### src/icc_defines.svh
/*
  Offsets, field positions, reset values and counts for the input capture
  channels. Included by bare name from the channel bank design file only.
*/
`ifndef ICC_DEFINES_SVH
`define ICC_DEFINES_SVH

// Register index within one channel's pair of words
`define ICC_REG_CTRL      1'h0
`define ICC_REG_BUF       1'h1

// Control register field positions
`define ICC_SIDL_BIT      13
`define ICC_TMR_BIT       7
`define ICC_ICI_HI        6
`define ICC_ICI_LO        5
`define ICC_OV_BIT        4
`define ICC_BNE_BIT       3
`define ICC_MODE_HI       2
`define ICC_MODE_LO       0

// Reset value and writable-bit mask of the control register
`define ICC_CTRL_RESET    16'h0000
`define ICC_CTRL_WMASK    16'h20e7

// Prescaler terminal counts (4th and 16th rising edge)
`define ICC_PRESC4_LAST   4'h3
`define ICC_PRESC16_LAST  4'hf

// Buffer depth, channel count, DMA-capable channels
`define ICC_FIFO_DEPTH    4
`define ICC_NUM_CH        8
`define ICC_DMA_CHANNELS  2

`endif

### src/icc_pkg.sv
/*
  Types shared by the input capture design files.
  Assumes icc_defines.svh is on the include path.
*/
`default_nettype none
package icc_pkg;

  // Capture mode field encodings
  typedef enum logic [2:0] {
    ICC_MODE_OFF       = 3'h0,
    ICC_MODE_BOTH      = 3'h1,
    ICC_MODE_FALL      = 3'h2,
    ICC_MODE_RISE      = 3'h3,
    ICC_MODE_DIV4      = 3'h4,
    ICC_MODE_DIV16     = 3'h5,
    ICC_MODE_UNUSED    = 3'h6,
    ICC_MODE_WAKE_ONLY = 3'h7
  } icc_mode_e;

  typedef logic [15:0] icc_word_t;

endpackage
`default_nettype wire

### src/icc_edge_sync.sv
/*
  Two-flop synchroniser and edge detector for one capture pin.
  Assumes the pin is asynchronous to clk_in; outputs are one-cycle pulses.
*/
`timescale 1ns/1ns
`default_nettype none
module icc_edge_sync (
  input  wire logic clk_in,
  input  wire logic srst_in,
  input  wire logic pin_in,
  output logic      rise_out,
  output logic      fall_out
);

  logic meta;
  logic sync;
  logic prev;
  logic next_meta;
  logic next_sync;
  logic next_prev;

  // Next values of the synchroniser chain
  always_comb begin
    next_meta = pin_in;
    next_sync = meta;
    next_prev = sync;
  end

  // Synchroniser and history flops
  always_ff @(posedge clk_in) begin
    if (srst_in) begin
      meta <= 1'b0;
      sync <= 1'b0;
      prev <= 1'b0;
    end else begin
      meta <= next_meta;
      sync <= next_sync;
      prev <= next_prev;
    end
  end

  // Edges seen on the settled level only
  assign rise_out = sync & ~prev;
  assign fall_out = ~sync & prev;

endmodule
`default_nettype wire

### src/icc_channels.sv
/*
  Bank of input capture channels: edge qualification, prescaler, timestamp
  buffer, interrupt interval counter, DMA request and wake-up pulse.
  Assumes timebase counts and cpu_idle_in/cpu_sleep_in come from logic on
  clk_in; capture pins are asynchronous and are synchronised here.
*/
// The implementer's own choices: the strobed register port and the register offsets.
`timescale 1ns/1ns
`default_nettype none
`include "icc_defines.svh"

// Contract
// - Each qualifying event stores the full 16-bit count of the chosen timebase.
// - Timebase select set picks timebase A, clear picks timebase B.
// - Mode 000 turns the channel off with no captures.
// - Mode 001 captures both edges and interrupts on every capture.
// - Mode 010 captures falling edges, mode 011 rising edges.
// - Mode 100 captures every 4th rising edge, mode 101 every 16th.
// - Mode 110 is unused and behaves as disabled.
// - Mode 111 gives rising-edge interrupts only in Sleep or Idle.
// - Interval field raises interrupt after 1, 2, 3 or 4 captures.
// - Captures go into a four-deep first-in first-out buffer.
// - Read-only overflow bit shows that a capture overflow occurred.
// - Read-only nonempty bit is one while unread values remain.
// - Stop-in-idle set halts the channel in Idle; clear keeps it running.
// - A capture pin event wakes the device from Sleep and Idle; here only an interrupt wakes it, and in Sleep only mode 111 does.
// - Only the first two channels request DMA; software then uses interval 00.
// - Up to eight independent channels, each with control, buffer and pin.
// - Unimplemented control bits ignore writes and read as zero.
module icc_channels #(
  parameter int NUM_CH = `ICC_NUM_CH,
  parameter int DEPTH  = `ICC_FIFO_DEPTH,
  parameter int CH_W   = 3
) (
  input  wire logic              clk_in,
  input  wire logic              srst_in,
  input  wire logic [CH_W:0]     addr_in,
  input  wire logic [15:0]       wdata_in,
  input  wire logic              wr_in,
  input  wire logic              rd_in,
  output logic [15:0]            rdata_out,
  input  wire logic [NUM_CH-1:0] capture_pin_in,
  input  wire logic [15:0]       timebase_a_count_in,
  input  wire logic [15:0]       timebase_b_count_in,
  input  wire logic              cpu_idle_in,
  input  wire logic              cpu_sleep_in,
  output logic [NUM_CH-1:0]      capture_irq_out,
  output logic [`ICC_DMA_CHANNELS-1:0] dma_req_out,
  output logic                   wake_out
);

  localparam int PW = $clog2(DEPTH);

  icc_pkg::icc_word_t ctrl      [NUM_CH];
  icc_pkg::icc_word_t next_ctrl [NUM_CH];
  icc_pkg::icc_word_t fifo      [NUM_CH][DEPTH];
  icc_pkg::icc_word_t next_fifo [NUM_CH][DEPTH];
  logic [PW-1:0]      rd_ptr        [NUM_CH];
  logic [PW-1:0]      next_rd_ptr   [NUM_CH];
  logic [PW-1:0]      wr_ptr        [NUM_CH];
  logic [PW-1:0]      next_wr_ptr   [NUM_CH];
  logic [PW:0]        count         [NUM_CH];
  logic [PW:0]        next_count    [NUM_CH];
  logic [3:0]         presc         [NUM_CH];
  logic [3:0]         next_presc    [NUM_CH];
  logic [1:0]         icnt          [NUM_CH];
  logic [1:0]         next_icnt     [NUM_CH];
  logic [NUM_CH-1:0]  ovf;
  logic [NUM_CH-1:0]  next_ovf;
  logic [NUM_CH-1:0]  irq;
  logic [NUM_CH-1:0]  next_irq;
  logic [`ICC_DMA_CHANNELS-1:0] dma;
  logic [`ICC_DMA_CHANNELS-1:0] next_dma;
  logic               wake;
  logic               next_wake;
  logic [15:0]        rdata;
  logic [15:0]        next_rdata;
  logic [NUM_CH-1:0]  rise_w;
  logic [NUM_CH-1:0]  fall_w;
  logic [NUM_CH-1:0]  pick_w;
  logic [NUM_CH-1:0]  push_w;
  logic [NUM_CH-1:0]  pop_w;
  logic [NUM_CH-1:0]  dma_ok;

  // Address match for one channel's register
  function automatic logic reg_hit(input logic [CH_W:0] addr, input int ch, input logic sel);
    return (addr[CH_W:1] == CH_W'(ch)) && (addr[0] == sel);
  endfunction

  // Buffer pointer advance with wrap
  function automatic logic [PW-1:0] ptr_inc(input logic [PW-1:0] p);
    return (p == PW'(DEPTH - 1)) ? '0 : p + 1'b1;
  endfunction

  // Control word as software sees it
  function automatic icc_pkg::icc_word_t ctrl_view(input icc_pkg::icc_word_t c,
                                                  input logic o, input logic ne);
    icc_pkg::icc_word_t v;
    v = c & `ICC_CTRL_WMASK;
    v[`ICC_OV_BIT]  = o;
    v[`ICC_BNE_BIT] = ne;
    return v;
  endfunction

  // One synchroniser per capture pin
  for (genvar g = 0; g < NUM_CH; g++) begin : g_pin
    icc_edge_sync u_sync (
      .clk_in   (clk_in),
      .srst_in  (srst_in),
      .pin_in   (capture_pin_in[g]),
      .rise_out (rise_w[g]),
      .fall_out (fall_w[g])
    );
  end

  // Next state of every channel and of the register port
  always_comb begin
    icc_pkg::icc_mode_e mode;
    logic               run;
    logic               sleepy;
    logic               wr_ctrl;
    logic               rd_ctrl;
    logic               rd_buf;
    logic               drained;
    mode        = icc_pkg::ICC_MODE_OFF;
    run         = 1'b0;
    sleepy      = cpu_sleep_in | cpu_idle_in;
    wr_ctrl     = 1'b0;
    rd_ctrl     = 1'b0;
    rd_buf      = 1'b0;
    drained     = 1'b0;
    next_ctrl   = ctrl;
    next_fifo   = fifo;
    next_rd_ptr = rd_ptr;
    next_wr_ptr = wr_ptr;
    next_count  = count;
    next_presc  = presc;
    next_icnt   = icnt;
    next_ovf    = ovf;
    next_irq    = '0;
    dma_ok      = '0;
    next_rdata  = 16'h0000;
    pick_w      = '0;
    push_w      = '0;
    pop_w       = '0;
    for (int ch = 0; ch < NUM_CH; ch++) begin
      mode    = icc_pkg::icc_mode_e'(ctrl[ch][`ICC_MODE_HI:`ICC_MODE_LO]);
      run     = ~cpu_sleep_in & ~(ctrl[ch][`ICC_SIDL_BIT] & cpu_idle_in);
      wr_ctrl = wr_in & reg_hit(addr_in, ch, `ICC_REG_CTRL);
      rd_ctrl = rd_in & reg_hit(addr_in, ch, `ICC_REG_CTRL);
      rd_buf  = rd_in & reg_hit(addr_in, ch, `ICC_REG_BUF);
      // Edge qualification per mode
      case (mode)
        icc_pkg::ICC_MODE_BOTH: pick_w[ch] = run & (rise_w[ch] | fall_w[ch]);
        icc_pkg::ICC_MODE_FALL: pick_w[ch] = run & fall_w[ch];
        icc_pkg::ICC_MODE_RISE: pick_w[ch] = run & rise_w[ch];
        icc_pkg::ICC_MODE_DIV4, icc_pkg::ICC_MODE_DIV16: begin
          if (run & rise_w[ch]) begin
            if (presc[ch] == ((mode == icc_pkg::ICC_MODE_DIV4) ? `ICC_PRESC4_LAST
                                                               : `ICC_PRESC16_LAST)) begin
              pick_w[ch]     = 1'b1;
              next_presc[ch] = 4'h0;
            end else begin
              next_presc[ch] = presc[ch] + 4'h1;
            end
          end
        end
        default: begin
          // Off, unused and wake-only modes capture nothing
          pick_w[ch]     = 1'b0;
          next_presc[ch] = 4'h0;
        end
      endcase
      // Buffer pop and push; a pop frees room in the same cycle
      pop_w[ch]  = rd_buf & (count[ch] != '0);
      push_w[ch] = pick_w[ch] & ((count[ch] != (PW+1)'(DEPTH)) | pop_w[ch]);
      if (pop_w[ch]) begin
        next_rd_ptr[ch] = ptr_inc(rd_ptr[ch]);
      end
      if (push_w[ch]) begin
        next_fifo[ch][wr_ptr[ch]] = ctrl[ch][`ICC_TMR_BIT] ? timebase_a_count_in
                                                           : timebase_b_count_in;
        next_wr_ptr[ch] = ptr_inc(wr_ptr[ch]);
      end
      next_count[ch] = count[ch] + (PW+1)'(push_w[ch]) - (PW+1)'(pop_w[ch]);
      // Overflow: a dropped capture sets it, drain or off clears it, set wins
      drained = (pop_w[ch] & (count[ch] == (PW+1)'(1)) & ~push_w[ch]) |
                (mode == icc_pkg::ICC_MODE_OFF);
      next_ovf[ch] = (ovf[ch] & ~drained) | (pick_w[ch] & ~push_w[ch]);
      // Interrupt generation
      if (mode == icc_pkg::ICC_MODE_WAKE_ONLY) begin
        next_irq[ch]  = rise_w[ch] & sleepy;
        next_icnt[ch] = 2'h0;
      end else if (mode == icc_pkg::ICC_MODE_BOTH) begin
        next_irq[ch]  = pick_w[ch];
        next_icnt[ch] = 2'h0;
      end else if (pick_w[ch]) begin
        if (icnt[ch] == ctrl[ch][`ICC_ICI_HI:`ICC_ICI_LO]) begin
          next_irq[ch]  = 1'b1;
          next_icnt[ch] = 2'h0;
        end else begin
          next_icnt[ch] = icnt[ch] + 2'h1;
        end
      end else if (mode == icc_pkg::ICC_MODE_OFF || mode == icc_pkg::ICC_MODE_UNUSED) begin
        next_icnt[ch] = 2'h0;
      end
      // DMA requests from the first channels only
      dma_ok[ch] = next_irq[ch] & (mode != icc_pkg::ICC_MODE_WAKE_ONLY);
      // Control write; reserved bits are masked away
      if (wr_ctrl) begin
        next_ctrl[ch] = wdata_in & `ICC_CTRL_WMASK;
        if (wdata_in[`ICC_MODE_HI:`ICC_MODE_LO] != ctrl[ch][`ICC_MODE_HI:`ICC_MODE_LO]) begin
          next_presc[ch] = 4'h0;
          next_icnt[ch]  = 2'h0;
        end
      end
      // Read data for the next cycle
      if (rd_ctrl) begin
        next_rdata = ctrl_view(ctrl[ch], ovf[ch], count[ch] != '0);
      end else if (rd_buf && count[ch] != '0) begin
        next_rdata = fifo[ch][rd_ptr[ch]];
      end
    end
    next_dma  = dma_ok[`ICC_DMA_CHANNELS-1:0];
    next_wake = (|next_irq) & sleepy;
  end

  // State registers
  always_ff @(posedge clk_in) begin
    if (srst_in) begin
      for (int ch = 0; ch < NUM_CH; ch++) begin
        ctrl[ch]   <= `ICC_CTRL_RESET;
        rd_ptr[ch] <= '0;
        wr_ptr[ch] <= '0;
        count[ch]  <= '0;
        presc[ch]  <= 4'h0;
        icnt[ch]   <= 2'h0;
        for (int e = 0; e < DEPTH; e++) begin
          fifo[ch][e] <= 16'h0000;
        end
      end
      ovf   <= '0;
      irq   <= '0;
      dma   <= '0;
      wake  <= 1'b0;
      rdata <= 16'h0000;
    end else begin
      ctrl   <= next_ctrl;
      fifo   <= next_fifo;
      rd_ptr <= next_rd_ptr;
      wr_ptr <= next_wr_ptr;
      count  <= next_count;
      presc  <= next_presc;
      icnt   <= next_icnt;
      ovf    <= next_ovf;
      irq    <= next_irq;
      dma    <= next_dma;
      wake   <= next_wake;
      rdata  <= next_rdata;
    end
  end

  // Registered outputs
  assign rdata_out       = rdata;
  assign capture_irq_out = irq;
  assign dma_req_out     = dma;
  assign wake_out        = wake;

  // Checks on channel 0
  logic [2:0] m0;
  assign m0 = ctrl[0][`ICC_MODE_HI:`ICC_MODE_LO];
endmodule
`default_nettype wire

### config.mk
export PLATFORM = sky130hd
export DESIGN_NAME = icc_channels
export DESIGN_NICKNAME = d
export VERILOG_FILES = /design/src/icc_pkg.sv /design/src/icc_edge_sync.sv /design/src/icc_channels.sv
export VERILOG_INCLUDE_DIRS = /design/src
export SDC_FILE = /design/constraint.sdc
export NUM_CORES = 2
export LEC_CHECK = 0
export BUFFER_PORTS_ARGS = -buffer_cell sky130_fd_sc_hd__clkbuf_2
export CORE_MARGIN = 3
export CORE_UTILIZATION = 50
export DETAILED_ROUTE_END_ITERATION = 12
export PLACE_DENSITY = 0.66
export REMOVE_ABC_BUFFERS = 1
export SLEW_MARGIN = 20
export SYNTH_ARGS = -nofsm -noshare
export SYNTH_HDL_FRONTEND = slang
export SYNTH_SLANG_ARGS = --single-unit
export TNS_END_PERCENT = 10
### constraint.sdc
create_clock -name clk_in -period 9.85 [get_ports clk_in]
set_input_delay 0.985 -clock clk_in [delete_from_list [all_inputs] [get_ports clk_in]]
set_output_delay 0.985 -clock clk_in [all_outputs]
set_load 0.01 [all_outputs]
== Word-level counts from Yosys, hierarchy flattened ==
Cells that the tools add are included.
Word-level totals
  register bits: 731
  bits of input ports: 66
  output and inout bits: 27
  logic and storage cells: 856
Operators by class
  $add $sub $neg: 48
  order comparisons: 24
  equal/unequal tests: 121
  mux-type cells: 248
  bitwise logic cells: 230
  reductions and logical operators: 75
Operators with widths (number)
  two-way mux 16 bit: 47
  bitwise mux 64 bit: 8
  binary-select mux 16 bit (select 2 bit): 8
  demux 16 bit (select 2 bit): 8
  two-way mux 4 bit: 40
  two-way mux 2 bit: 72
  AND 1 bit: 139
  equality test 3 bit, second input constant: 36
  case mux 4 bit (2 select lines): 8
  equality test 3 x 2 -> 1 bit, second input constant: 18
  equality test 3 x 1 -> 1 bit, second input constant: 17
  adder 2 x 1 -> 2 bit, second input constant: 24
  >= comparator 3 bit, second input constant: 16
  two-way mux 1 bit: 48
  inverter 2 -> 3 bit: 16
  inverter 1 bit: 42
  bitwise OR 1 bit: 33
  adder 4 x 1 -> 4 bit, second input constant: 8
  equality test 2 bit, second input constant: 16
  equality test 4 bit: 8
  logical AND 1 bit: 32
  case mux 1 bit (4 select lines): 8
  != test 3 bit, second input constant: 10
  logical NOT 3 bit: 9
  other kinds (11): 75

== Longest topological paths before layout ==
  depth after elaboration: 20
  mapped depth: 16
  gate-level depth less buffers: 15

== By module ==
Synthesis repeated with hierarchy kept, for this count alone.
Unflattened totals
  cell total of the unflattened synthesis: 3864
  area total of the unflattened synthesis: 34674.5 um^2
Modules (own cells, without submodules)
  icc_channels: times used 1, cells an instance 3800, area an instance 33943.8 um^2, sequential area each 14153.6 um^2
  icc_edge_sync: times used 8, cells an instance 8, area an instance 91.3 um^2, sequential area each 60.1 um^2

== Worst setup path before layout ==
OpenSTA, ideal clock, no wires.
  path type: in2reg
  start: input port addr_in[0]
  end: register count[5] in the netlist's numbering
  data arrival time: 3.495 ns
  data required time: 9.722 ns
  setup slack: 6.228 ns
  stages: 15
  cell sequence: buf_2 > nand3_1 > nand3b_2 > inv_2 > nor4b_4 > nor3_1 > inv_1 > ha_1 > inv_1 > ha_1 > inv_1 > fa_1 > xor2_1 > xnor2_1 > nor2_1
On the way
  word-level cells in the longest chain between the ends: 7
RTL lines
  start: declaration: line icc_channels.sv:37  | input wire logic [CH_W:0] addr_in,
  logical AND 1 bit (*): line icc_channels.sv:87  | return (addr[CH_W:1] == CH_W'(ch)) && (addr[0] == sel);
  AND 1 bit (*): line icc_channels.sv:151  | rd_buf = rd_in & reg_hit(addr_in, ch, `ICC_REG_BUF);
  AND 1 bit (*): line icc_channels.sv:175  | pop_w[ch] = rd_buf & (count[ch] != '0);
  bitwise OR 1 bit: line icc_channels.sv:176  | push_w[ch] = pick_w[ch] & ((count[ch] != (PW+1)'(DEPTH)) | pop_w[ch]);
  AND 1 bit: line icc_channels.sv:176
  adder 3 x 1 -> 3 bit: line icc_channels.sv:185  | next_count[ch] = count[ch] + (PW+1)'(push_w[ch]) - (PW+1)'(pop_w[ch]);
  subtractor 3 x 1 -> 3 bit (*): line icc_channels.sv:185
  end signal: assignment: line icc_channels.sv:252  | count <= next_count;
  end: declaration: line icc_channels.sv:62  | logic [PW:0] count [NUM_CH];
Every way passes the cells marked *; elsewhere a longest branch is shown, timed or not.
A chain may end at the register's enable or synchronous reset.

== Worst setup path in the final report ==
  start: input port addr_in[1]
  end: register count[5] in the netlist's numbering
On the way
  word-level cells in the longest chain between the ends: 8
RTL lines (line)
  equality test 3 bit (*): icc_channels.sv:87
  logical AND 1 bit (*): icc_channels.sv:87
  AND 1 bit (*): icc_channels.sv:151
  AND 1 bit (*): icc_channels.sv:175
  bitwise OR 1 bit: icc_channels.sv:176
  AND 1 bit: icc_channels.sv:176
  adder 3 x 1 -> 3 bit: icc_channels.sv:185
  subtractor 3 x 1 -> 3 bit (*): icc_channels.sv:185
Marked as above.

==> results.toml <==
[outcome]
status = "complete, no violations"

[power]
vdd_drop_max_mv = 0.138
comb_power_share = 0.039
clockPowerShare = 0.487
p_leak_uw = 0.0142
p_seq_frac = 0.474
powerDensity_nw_per_um2 = 160
p_int_uw = 4830
p_switching_uw = 1440
swShare = 0.230

[floorplanning]
num_rows = 97
die-area_um2 = 74500
ioPinCount = 93
die_h_um = 273
core-area_um2 = 70300
fp.dieW_um = 273
start_util = 0.507

[finish]
register_area_um2 = 14600
drive_gt1_frac = 0.142
multi_input_area_um2 = 19400
final_area_um2 = 39100
area_growth_pct = 9.70
final_common_cell = "nor2_1"
layout_common_cells = "nor2_1, dfxtp_1, a211oi_1, mux2i_1, mux4_2"
nets = 3742
fill_cells = 6277

[timing]
fin_crit_ps = 4500
period_share = 0.457
drv_slew = 0
setup_tns_ps = 0
hold_viol_final = 0
clock.fmax_mhz = 222
setup_viol_count_final = 0
worst_pin_slew_ps = 1210
max_slew_margin = 0.188
fin_skew_ps = 24.8
rsz0062_at_grt = "false"

[grt]
grt_max_degree = 170
grt_antenna_before_repair = 2
grt_pass1_vias = 25700
grt_usage = 0.261
grt-ovfl-total = 0
grt_pass1_wl_mm = 153

[place]
post-dp-hpwl_mm = 66.2
placed_area_um2 = 36400
portBuffers = 83
globalplace.congestion = 0.920

[worst_setup_path]
crit_path_end_kind = "flop"
startpoint_type = "primary input"
cp.arrival_ps = 4990
crit_type = "primary input to flop"
cp_max_fo = 30
crit_required_ps = 10350

[cts]
post_cts_resized = 0
cts-root-buf = "clkbuf_16"
clock_sinks = 731
cts_max_path_buffers = 3
cts_setup_buffers = 0
cts.clk_slew.worst_paths_ps = 60
clkLatencyLatePin_ps = 640
cts_buffers = 81
holdBufCountCts = 0
htreeDepth = 3
cts_tree = "built"

[logic_synthesis]
ys_seq_area_frac = 0.411
synth_edf_count = 0
ys.flop_type = "dfxtp_1"
syn_avg_cell_area_um2 = 9.75
yosysUniqueCellTypes = 95
yosysWarnings = 0
async_flop_share = 0
syn_area_um2 = 35600
synth_cells = 3658
ys_ff_latch = 731

[route]
via_per_inst = 5.99
route.detailed.drc = 0
postRouteWirelength_mm = 98.3
wl_per_cell_um = 21.4
drtIter0Drc = 2311
wl_met1_mm = 44.5
first_pass_iters = 7
dr_wl_met3_mm = 5.82
final_antenna_net_count = 0
routed-wl-met2_mm = 44.7
dr_total_vias = 27500
highest_layer = "met4"

[hold_path]
hold_path.class = "flop to flop"

[flow_run]
cap_viol_max_count = 0
==> sequential cells by signal (all words and copies together), names as in the netlist, 16 cells and up <==
name and count:
rdata_out 16, icnt 16, wr_ptr 16, rd_ptr 16, count 24, ctrl 56, fifo 512, presc 32
==> critical path: stages <==
cell and delay (ps):
clkbuf_2 420, nor2b_1 660, nand3b_2 420, inv_2 540
nor4b_4 170, nor3_1 400, inv_1 90, ha_1 300
inv_1 60, ha_1 130, inv_1 50, fa_1 370
xor2_1 170, xnor2_1 130, nor2_1 50
==> final timing paths <==
check	start	to	slack, ps	depth (start not counted)
max	addr_in[1]	count[5]	5350	15
min	g_pin[0].u_sync.meta	g_pin[0].u_sync.next_prev	440	1
max reg2reg	count[4]	count[5]	5990	14
min reg2reg	g_pin[0].u_sync.meta	g_pin[0].u_sync.next_prev	440	1
==> power by group through the flow <==
stage	Clock, uW	Sequential [uW]	Combinational, uW
after floorplan	0	3040	104
after global placement	0	3040	242
after detailed placement	0	3040	242
after CTS	3110	2970	243
after global routing	3230	2970	264
final	3060	2970	246
==> cells by family (layout without fill, tap and decap cells) <==
family	count (synthesis)	count (layout)	synth area share
simple gates	1185	1185	0.161
xor+xnor	61	61	0.0150
mux	453	453	0.173
flops	731	731	0.411
compound gates	776	776	0.162
other cells	0	2	0
fa+ha+maj	85	85	0.0315
buf+inv	367	361	0.0472
==> cell type report <==
type,instances,share of cell area
diodes,2,0.000128
clock buffers,117,0.0615
clock inverters,27,0.00768
inverters,76,0.00729
multi-input cells,2560,0.497
flip-flops and latches,731,0.374
well taps,940,0.0301
repair buffers,141,0.0223
==> per-stage QoR <==
stage	worst slack (ps)	power, uW	hold WS [ps]	util	cells
2_1_floorplan	6120	3140	414	-	3367
3_3_place_gp	4780	3280	424	0.518	4448
3_5_place_dp	4750	3280	427	0.518	4448
4_1_cts	5410	6330	440	0.556	4592
5_1_grt	5060	6470	460	0.556	4592
6_report	5350	6280	436	0.557	4594
==> cells in the mapped netlist, types with 18 or more instances <==
cell type,n,area [um2]
nor2_1,741,2780
dfxtp_1,731,14600
a211oi_1,387,2910
mux2i_1,290,2900
clkbuf_1,177,664
mux4_2,128,2880
nand2_1,90,338
a21oi_1,86,430
ha_1,77,963
inv_1,73,274
nor3_1,63,315
buf_2,54,270
o21ai_0,54,270
nand3_1,44,220
nor2b_1,42,263
mux2_2,35,394
xor2_1,35,307
a31oi_1,28,175
xnor2_1,26,228
buf_6,23,259
nand2b_1,23,144
a22oi_1,20,150
buf_1,20,75.1
o22ai_1,20,125
a32oi_1,18,158
or3_1,18,113
==> metal layers <==
metal  vias up  GRT usage
met2       823      0.410
met3       203     0.0390
met5         -          0
met4         0     0.0837
met1     13200      0.368
li1      13300          -
No activity file was read; power rests on OpenSTA's default activity.
